`config.mk`:
```
export PLATFORM = sky130hd
export DESIGN_NAME = ascd_decoder
export DESIGN_NICKNAME = d
export VERILOG_FILES = /design/src/verilog/ascd_pkg.sv /design/src/verilog/ascd_decoder.sv /design/src/verilog/ascd_shift.sv
export VERILOG_INCLUDE_DIRS = /design/src /design/src/verilog
export SDC_FILE = /design/constraint.sdc
export NUM_CORES = 1
export LEC_CHECK = 0
export ABC_AREA = 0
export BUFFER_PORTS_ARGS = -buffer_cell sky130_fd_sc_hd__buf_4
export CORE_AREA = 2 2 104 106
export DETAILED_ROUTE_END_ITERATION = 6
export DIE_AREA = 0 0 106 108
export HOLD_SLACK_MARGIN = 0.1
export PLACE_DENSITY = 0.65
export SYNTH_ARGS = -nofsm -noshare
export SYNTH_HDL_FRONTEND = slang
export SYNTH_SLANG_ARGS = --single-unit
```
`constraint.sdc`:
```
create_clock -name CLK_SYS_I -period 3.4 [get_ports CLK_SYS_I]
set_input_delay 0.34 -clock CLK_SYS_I [delete_from_list [all_inputs] [get_ports CLK_SYS_I]]
set_output_delay 0.34 -clock CLK_SYS_I [all_outputs]
set_load 0.005 [all_outputs]
```
`src/verilog/ascd_params.svh`:
```
// Constants for the scan/sequence configuration decoder.
// Assumes inclusion by the decoder package and modules only.
`ifndef ASCD_PARAMS_SVH
`define ASCD_PARAMS_SVH

`define ASCD_WORD_BITS      16
`define ASCD_SEL_HI         15
`define ASCD_SEL_LO         11
`define ASCD_FIELD_HI       10
`define ASCD_FIELD_LO       3
`define ASCD_SEL_LOW_MASK   5'h15
`define ASCD_SEL_SEQ_LEN    5'h16
`define ASCD_MASK_RESET     8'h00
`define ASCD_SEQ_RESET      8'h00
`define ASCD_CONV_NS        320
`define ASCD_CLK_NS         10
`define ASCD_CONV_CYCLES    (`ASCD_CONV_NS / `ASCD_CLK_NS)

`endif

```
`src/verilog/ascd_pkg.sv`:
```
// Types for the scan/sequence configuration decoder.
// Assumes the params header sits beside it.
`include "ascd_params.svh"

package ascd_pkg;
  typedef enum logic [1:0] {
    ASCD_KIND_NONE,
    ASCD_KIND_CONFIG,
    ASCD_KIND_MODE
  } ascd_kind_t;

  typedef enum logic [1:0] {
    ASCD_SEQ_IDLE,
    ASCD_SEQ_ARMED,
    ASCD_SEQ_RUN
  } ascd_seq_t;
endpackage : ascd_pkg

```
`src/verilog/ascd_decoder.sv`:
```
// Configuration word decoder: lower scan mask, sequence length, mode handoff.
// Assumes a 3-wire link (CS low, SCLK, DIN) from a host master.
//
// Functional notes
// Select code 10101 in bits 15:11 writes the lower scan mask.
// Mask bits 10..3 enable inputs 7..0; one scans; reset zero.
// Select code 10110 in bits 15:11 writes the sequence length.
// Sequence runs field value plus one conversions, up to 256.
// Length field resets to zero, one conversion; all ones gives 256.
// Word with MSB one is a configuration write.
// Word with MSB zero is a mode-control instruction.
// Mode word mid-sequence: finish conversion, start at next CS fall.
// Config mid-sequence: finish old mode; output invalid until mode word.
// Sixteen clocks with CS low per word, captured MSB first.
`timescale 1ns/1ns
`include "ascd_params.svh"

module ascd_decoder
  import ascd_pkg::*;
#(
  parameter int CONV_CYCLES = `ASCD_CONV_CYCLES
) (
  input  wire logic        CLK_SYS_I,
  input  wire logic        RST_N_I,
  input  wire logic        CS_N_I,
  input  wire logic        SCLK_I,
  input  wire logic        DIN_I,
  input  wire logic        CONV_DONE_I,
  output logic [7:0]       LOW_SCAN_MASK_O,
  output logic [7:0]       SEQUENCE_COUNT_FIELD_O,
  output logic [10:0]      MODE_WORD_O,
  output logic             MODE_START_O,
  output logic             SEQ_BUSY_O,
  output logic             DATA_VALID_O,
  output logic [8:0]       CONV_LEFT_O
);
  logic        cs_fall;
  logic        word_valid;
  logic [15:0] word;

  ascd_seq_t   state;
  ascd_seq_t   next_state;
  logic [7:0]  next_mask;
  logic [7:0]  next_len;
  logic [10:0] next_mode;
  logic [10:0] pend_mode;
  logic [10:0] next_pend_mode;
  logic        next_start;
  logic        next_valid;
  logic [8:0]  left;
  logic [8:0]  next_left;
  logic        conv_tick;
  logic        next_busy;

  function automatic ascd_kind_t word_kind(input logic [15:0] w);
    // MSB one is config
    if (w[15]) begin
      return ASCD_KIND_CONFIG;
    end
    // MSB zero is mode control
    return ASCD_KIND_MODE;
  endfunction : word_kind

  ascd_shift #(
    .WIDTH (`ASCD_WORD_BITS)
  ) u_shift (
    .clk_i        (CLK_SYS_I),
    .rst_n_i      (RST_N_I),
    .cs_n_i       (CS_N_I),
    .sclk_i       (SCLK_I),
    .din_i        (DIN_I),
    .cs_fall_o    (cs_fall),
    .word_valid_o (word_valid),
    .word_o       (word)
  );

  // Conversion completion comes from the converter core on this clock
  assign conv_tick = CONV_DONE_I;

  always_comb begin
    next_mask      = LOW_SCAN_MASK_O;
    next_len       = SEQUENCE_COUNT_FIELD_O;
    next_mode      = MODE_WORD_O;
    next_pend_mode = pend_mode;
    next_state     = state;
    next_start     = 1'b0;
    next_valid     = DATA_VALID_O;
    next_left      = left;

    if (state == ASCD_SEQ_RUN && conv_tick) begin
      if (left <= 9'h001) begin
        next_left  = 9'h000;
        next_state = ASCD_SEQ_IDLE;
      end else begin
        next_left = left - 9'h001;
      end
    end

    if (word_valid) begin
      unique case (word_kind(word))
        ASCD_KIND_CONFIG: begin
          // lower mask select
          if (word[`ASCD_SEL_HI:`ASCD_SEL_LO] == `ASCD_SEL_LOW_MASK) begin
            // bits 10..3 map to inputs 7..0
            next_mask = word[`ASCD_FIELD_HI:`ASCD_FIELD_LO];
          end
          // sequence length select
          if (word[`ASCD_SEL_HI:`ASCD_SEL_LO] == `ASCD_SEL_SEQ_LEN) begin
            next_len = word[`ASCD_FIELD_HI:`ASCD_FIELD_LO];
          end
          // output invalid until mode word
          if (state != ASCD_SEQ_IDLE) begin
            next_valid = 1'b0;
          end
        end
        ASCD_KIND_MODE: begin
          next_pend_mode = word[10:0];
          // defer to next CS fall
          next_state     = ASCD_SEQ_ARMED;
        end
        default: begin
        end
      endcase
    end else if (state == ASCD_SEQ_ARMED && cs_fall) begin
      // new instruction starts here
      next_mode  = pend_mode;
      next_start = 1'b1;
      next_valid = 1'b1;
      next_state = ASCD_SEQ_RUN;
      // field plus one conversions
      next_left  = {1'b0, SEQUENCE_COUNT_FIELD_O} + 9'h001;
    end

    next_busy = (next_state == ASCD_SEQ_RUN);
  end

  always_ff @(posedge CLK_SYS_I or negedge RST_N_I) begin
    if (!RST_N_I) begin
      state                  <= ASCD_SEQ_IDLE;
      // mask resets zero
      LOW_SCAN_MASK_O        <= `ASCD_MASK_RESET;
      // length resets zero
      SEQUENCE_COUNT_FIELD_O <= `ASCD_SEQ_RESET;
      MODE_WORD_O            <= 11'h000;
      pend_mode              <= 11'h000;
      MODE_START_O           <= 1'b0;
      DATA_VALID_O           <= 1'b0;
      left                   <= 9'h000;
      SEQ_BUSY_O             <= 1'b0;
      CONV_LEFT_O            <= 9'h000;
    end else begin
      state                  <= next_state;
      LOW_SCAN_MASK_O        <= next_mask;
      SEQUENCE_COUNT_FIELD_O <= next_len;
      MODE_WORD_O            <= next_mode;
      pend_mode              <= next_pend_mode;
      MODE_START_O           <= next_start;
      DATA_VALID_O           <= next_valid;
      left                   <= next_left;
      SEQ_BUSY_O             <= next_busy;
      CONV_LEFT_O            <= next_left;
    end
  end
endmodule : ascd_decoder

```
`src/verilog/ascd_shift.sv`:
```
// Serial word capture: samples the link pins and assembles 16-bit words.
// Assumes CS, SCLK and DIN are asynchronous to the system clock.
`timescale 1ns/1ns
`include "ascd_params.svh"

module ascd_shift
  import ascd_pkg::*;
#(
  parameter int WIDTH = `ASCD_WORD_BITS
) (
  input  wire logic             clk_i,
  input  wire logic             rst_n_i,
  input  wire logic             cs_n_i,
  input  wire logic             sclk_i,
  input  wire logic             din_i,
  output logic                  cs_fall_o,
  output logic                  word_valid_o,
  output logic [WIDTH-1:0]      word_o
);
  logic [1:0]       cs_sync;
  logic [1:0]       sclk_sync;
  logic [1:0]       din_sync;
  logic             cs_prev;
  logic             sclk_prev;
  logic [WIDTH-1:0] shreg;
  logic [4:0]       bit_cnt;
  logic [WIDTH-1:0] next_shreg;
  logic [4:0]       next_bit_cnt;
  logic             next_valid;
  logic [WIDTH-1:0] next_word;
  logic             rise;
  logic             next_cs_fall;

  always_comb begin
    rise         = sclk_sync[1] && !sclk_prev && !cs_sync[1];
    next_cs_fall = cs_prev && !cs_sync[1];
    next_shreg   = shreg;
    next_bit_cnt = bit_cnt;
    next_valid   = 1'b0;
    next_word    = word_o;
    if (cs_sync[1]) begin
      next_bit_cnt = 5'h00;
    end else if (rise && bit_cnt < 5'(WIDTH)) begin
      // Clocks past the last bit are ignored
      // MSB first capture
      next_shreg   = {shreg[WIDTH-2:0], din_sync[1]};
      next_bit_cnt = bit_cnt + 5'h01;
      if (bit_cnt == 5'(WIDTH - 1)) begin
        next_valid = 1'b1;
        next_word  = {shreg[WIDTH-2:0], din_sync[1]};
      end
    end
  end

  always_ff @(posedge clk_i or negedge rst_n_i) begin
    if (!rst_n_i) begin
      cs_sync      <= 2'h3;
      sclk_sync    <= 2'h0;
      din_sync     <= 2'h0;
      cs_prev      <= 1'b1;
      sclk_prev    <= 1'b0;
      shreg        <= '0;
      bit_cnt      <= 5'h00;
      word_valid_o <= 1'b0;
      word_o       <= '0;
      cs_fall_o    <= 1'b0;
    end else begin
      cs_sync      <= {cs_sync[0], cs_n_i};
      sclk_sync    <= {sclk_sync[0], sclk_i};
      din_sync     <= {din_sync[0], din_i};
      cs_prev      <= cs_sync[1];
      sclk_prev    <= sclk_sync[1];
      shreg        <= next_shreg;
      bit_cnt      <= next_bit_cnt;
      word_valid_o <= next_valid;
      word_o       <= next_word;
      cs_fall_o    <= next_cs_fall;
    end
  end
endmodule : ascd_shift

```
==> Yosys cells after proc, flatten, opt, wreduce, memory -nomap -nowiden <==
Index checks and enable logic that the tools add are counted.
{ "word_totals": {"regBits": 98, "output_inout_bits": 39, "wordCells": 79} }
{ "op_classes": {"add_sub_neg": 3, "order_cmp": 2, "n_eq_ne": 10, "muxes": 25, "bitwise": 2, "n_reduce_logical": 18} }
{ "ops": {"columns": ["cell", "n"], "rows": [
  ["$mux 9", 4],
  ["$mux 2", 8],
  ["$reduce_and 3->1", 4],
  ["$mux 1", 11],
  ["$eq 5x5->1 const B", 2],
  ["$mux 5", 2],
  ["$add 8x1->9 const B", 1],
  ["$le 9x1->1 const B", 1],
  ["$sub 9x1->9 const B", 1],
  ["$eq 2x2->1 const B", 3],
  ["$logic_and 1x1->1", 6],
  ["$reduce_and 2->1", 3],
  ["$reduce_bool 2->1", 3],
  ["$add 5x1->5 const B", 1],
  ["$eq 5x4->1 const B", 1],
  ["$lt 5x5->1 const B", 1],
  ["$eq 2x1->1 const B", 2],
  ["$ne 2x2->1 const B", 2],
  ["$logic_not 1->1", 2],
  ["$not 1->1", 2]
]} }

==> Longest topological paths before layout <==
{ "logic_depth": {"ltp_word": 8, "ltp_mapped": 6} }

==> By module <==
From an unflattened synthesis, not the netlist that was laid out.
{ "hier_totals": {"cells_unflattened": 333, "hier_area_um2": 4081.4} }
{ "modules_own_cells": {"columns": ["module", "instances", "cells_per_inst", "area_per_inst_um2"], "rows": [
  ["ascd_decoder", 1, 200, 2356.0],
  ["ascd_shift", 1, 133, 1725.4]
]} }

==> Worst setup path after synthesis <==
No wires, ideal clock.
{ "synth_path": {"path_kind": "flip-flop to flip-flop", "from": "register u_shift.bit_cnt[0]", "to": "register u_shift.word_o[10]", "arrival_ns": 1.517, "path_slack_ns": 1.758, "path_stages_with_launch": 7, "path_buffers": 1, "path_cell_list": "dfrtp_1 -> ha_1 -> and3_1 -> ha_1 -> nand2_2 -> buf_6 -> mux2_4"} }
{ "synth_via": {"elab_chain_len": 3, "elab_cells_between_ends": 4, "classes_between": "order compare: 1; eq/ne: 1; reduce/logical: 2"} }
{ "synth_rtl": {"columns": ["element", "line", "rtl"], "rows": [
  ["from (decl)", "ascd_shift.sv:26", "logic [4:0] bit_cnt;"],
  ["from (signal assigned)", "ascd_shift.sv:74", "bit_cnt <= next_bit_cnt;"],
  ["$lt 5x5->1", "ascd_shift.sv:43", "end else if (rise && bit_cnt < 5'(WIDTH)) begin"],
  ["$logic_and 1x1->1", "ascd_shift.sv:43", null],
  ["$reduce_and 3->1 (no line) *", null, null],
  ["to (signal assigned)", "ascd_shift.sv:76", "word_o <= next_word;"],
  ["to (decl)", "ascd_shift.sv:18", "output logic [WIDTH-1:0] word_o"]
]} }
Mark *: on every way between the ends. The rest lies on a longest branch, timed or not.
A chain may end at the register's enable or synchronous reset.

==> Final worst setup path <==
{ "layout_path": {"from": "register u_shift.bit_cnt[4]", "to": "register u_shift.word_o[13]"} }
Same word-level chain as after synthesis.

==> metrics.yaml <==
grt:
  overflow: 0
  grt_pass1_vias: 2421
  grt_antenna_before_repair: 0
  gr-usage-all-layers_pct: 13.83
  grt_max_degree: 58
  grt_pass1_wl_um: 12330
floorplan:
  die_w_um: 106
  io_pins: 45
  initial_core_util_pct: 39.27
  fp.coreArea_sq_mm: 0.01023
  fp.dieH_um: 108
  dieArea_sq_mm: 0.01145
  rows: 37
layout:
  final_area_sq_mm: 0.004761
  instances_no_fill: 495
  syn2layout_area_growth_pct: 18.50
  fillers: 931
  drive_gt1_share_pct: 35.93
  final_util_pct: 46.53
  antenna_cells: 0
  nets: 366
logic_synthesis:
  synth_seq_cells: 98
  synth_area_per_cell_sq_um: 13.39
  synth_top_family_by_area: "multiplexers"
  ys_seq_area_share_pct: 61.13
  ys_types: 38
  synth_ff_type: "dfrtp_1"
  synthAdderAreaFrac_pct: 1.557
  synth_compound_area_share_pct: 2.896
  synthArstFlopShare_pct: 100.0
  syn_nets: 311
  syn_area_sq_mm: 0.004018
  synth_mux_area_share_pct: 17.07
  yosys_warnings: 0
  syn_inst: 300
  synth-edff-count: 0
  synth_xor_area_share_pct: 2.834
  synth_simple_gate_area_share_pct: 12.77
sta:
  max_slew_margin_pct: 53.63
  setup_viol_count_final: 0
  rsz0062_at_grt: "false"
  period_needed_ps: 1851
  hold_viol_final: 0
  fmax_mhz: 540.2
  final.setup.tns_ps: 0
  worst_pin_slew_ps: 695.6
  clock_skew_ps: 13.46
  slew_violations: 0
  period_share_pct: 54.45
worst_setup_path:
  end_kind: "flop"
  critPathKind: "reg2reg"
  worstPathArrival_ps: 2090
  r2r_setup_slack_ps: 1550
  crit_slowest_cell: "dfrtp_1"
  worstRegToRegCells: 4
  critPathLaunchType: "flop"
  path_max_fanout: 21
  r2r-end: "u_shift.word_o[13]$_DFFE_PN0P_"
  crit_family: "simple AND/OR/NAND/NOR gates"
  slowest_delay_ps: 420
  path_buf_inv: 1
  required_ps: 3640
  rr_startpoint: "u_shift.bit_cnt[4]$_DFFE_PN0P_"
  crit_chain: "nor4b_4 -> buf_4 -> nand2_2 -> mux2_4"
worst_hold_path:
  min_to: "u_shift.sclk_sync[1]$_DFF_PN0_"
  whs_path_depth: 0
  hp-start: "u_shift.sclk_sync[0]$_DFF_PN0_"
  hold_class: "reg2reg"
cts:
  tritoncts: "yes"
  cts.sink_count: 98
  htree_levels: 3
  path_clk_slew_ps: 90
  cts_buffers: 9
  insertion_delay_ps: 360
  ctsResizeCount: 0
  clock_path_buffers: 2
  root_buffer: "clkbuf_8"
pwr:
  power_frac_comb_pct: 11.0
  clockPowerShare_pct: 33.3
  ir_drop_mv: 0.2208
  power.internal_mw: 1.841
  finalPower_mw: 2.439
  power_per_cell_area_mw_per_mm2: 512.3
  p_sw_mw: 0.5981
  swShare_pct: 24.52
  seq_power_share_pct: 55.7
  p_leak_nw: 2.341
placement:
  place_area_sq_mm: 0.004504
  dp_hpwl_um: 5003
  place_inst: 476
  port_buffers: 44
  place_congestion: 0.8035
drt:
  dr.pass1.iters: 4
  drt_wl_total_um: 7211
  post-route-drc-count: 0
  vias: 2392
  via_per_inst: 4.832
  wl_per_cell_um: 14.57
  drtIter0Drc: 86
  ant_nets: 0
flow_run:
  drv_cap: 0
outcome:
  outcome: "complete, no violations"
[metal layers]
layer | GRT usage (%) | routed length (um)
met1 | 18.21 | 3325
met2 | 22.17 | 3496
met3 | 2.411 | 211
met4 | 7.049 | 177
met5 | 0 | 0
[state kept, by name, summed over array words and instances (netlist names), 5 cells and up]
signal                  count
pend_mode                  11
u_shift.shreg              15
MODE_WORD_O                11
left                        9
SEQUENCE_COUNT_FIELD_O      8
LOW_SCAN_MASK_O             8
u_shift.word_o             16
u_shift.bit_cnt             5
[repair_timing]
action                                 CTS  global route
buffers inserted                         0             0
endpoints found under the hold margin   55             0
hold buffers                             4             0
[Yosys cell counts, drive strengths merged (5+ instances only)]
| library cell | n | area (sq um) |
|---|---|---|
| mux2 | 57 | 675.7 |
| ha | 5 | 62.56 |
| dfrtp | 95 | 2377 |
| inv | 6 | 22.52 |
| o21ai | 5 | 25.02 |
| xnor2 | 8 | 70.07 |
| xor2 | 5 | 43.79 |
| nand4 | 5 | 31.28 |
| buf | 6 | 36.28 |
| nand2 | 47 | 178.9 |
| nor2 | 8 | 30.03 |
| nand3 | 8 | 40.04 |
[metrics by stage]
stage	hold WS, ps	setup slack, ps
global placement	336.7	1578
finish	353.5	1549
global route	367.8	1430
floorplan	44.41	1758
CTS	355.4	1514
detailed placement	334.7	1567
[layout by cell type, fill, tap and decap left out, types with 4 or more instances in the layout]
cell type      synthesis  layout
ha_1                   5       5
clkbuf_8               0      10
nand3b_1               4       4
dfrtp_1               95      95
nor2_1                 8       8
a21oi_1                4       4
buf_4                  0      48
nand3_1                8       8
o21ai_0                5       5
nand2_1               46      46
xnor2_1                8       8
nand4_1                5       5
mux2_4                 9       9
nand4b_1               4       4
inv_1                  6       6
xor2_1                 5       5
o22ai_1                4       4
mux2_2                48      48
dlygate4sd3_1          0       4
[cell type report]
type	count	area (sq um)	area share, %
clock buffers	10	137.6	2.891
clock inverters	5	78.83	1.656
inverters	7	26.28	0.5519
multi-input cells	187	1491	31.33
flip-flops and latches	98	2456	51.59
well taps	136	170.2	3.574
repair buffers	52	400.4	8.410
[worst max-delay path by stage]
stage	start	endpoint	slack, ps	cells after the start
finish	u_shift.bit_cnt[4]$_DFFE_PN0P_	u_shift.word_o[13]$_DFFE_PN0P_	1550	4
global route	state[1]$_DFF_PN0_	left[0]$_DFF_PN0_	1430	5
CTS	u_shift.bit_cnt[4]$_DFFE_PN0P_	u_shift.word_o[13]$_DFFE_PN0P_	1510	4
detailed placement	u_shift.bit_cnt[4]$_DFFE_PN0P_	u_shift.word_o[13]$_DFFE_PN0P_	1570	4
global placement	u_shift.bit_cnt[4]$_DFFE_PN0P_	u_shift.word_o[10]$_DFFE_PN0P_	1580	4
floorplan	u_shift.bit_cnt[0]$_DFFE_PN0P_	u_shift.word_o[10]$_DFFE_PN0P_	1760	6
[power groups by stage]
stage | clock network (mW) | logic (mW) | registers, mW
floorplan | 0 | 0.153 | 1.36
finish | 0.812 | 0.267 | 1.36
detailed placement | 0 | 0.267 | 1.38
global placement | 0 | 0.262 | 1.38
global route | 0.896 | 0.299 | 1.38
CTS | 0.838 | 0.272 | 1.36
[logic make-up after synthesis]
kind of cell | after synthesis
AO/OA/AOI/OAI | 19
XOR/XNOR | 13
adder cells (fa/ha/maj) | 5
buffers and inverters | 15
flip-flops | 98
multiplexers | 58
AND/OR/NAND/NOR | 92
Note: power is estimated with default switching activity, not from simulation.
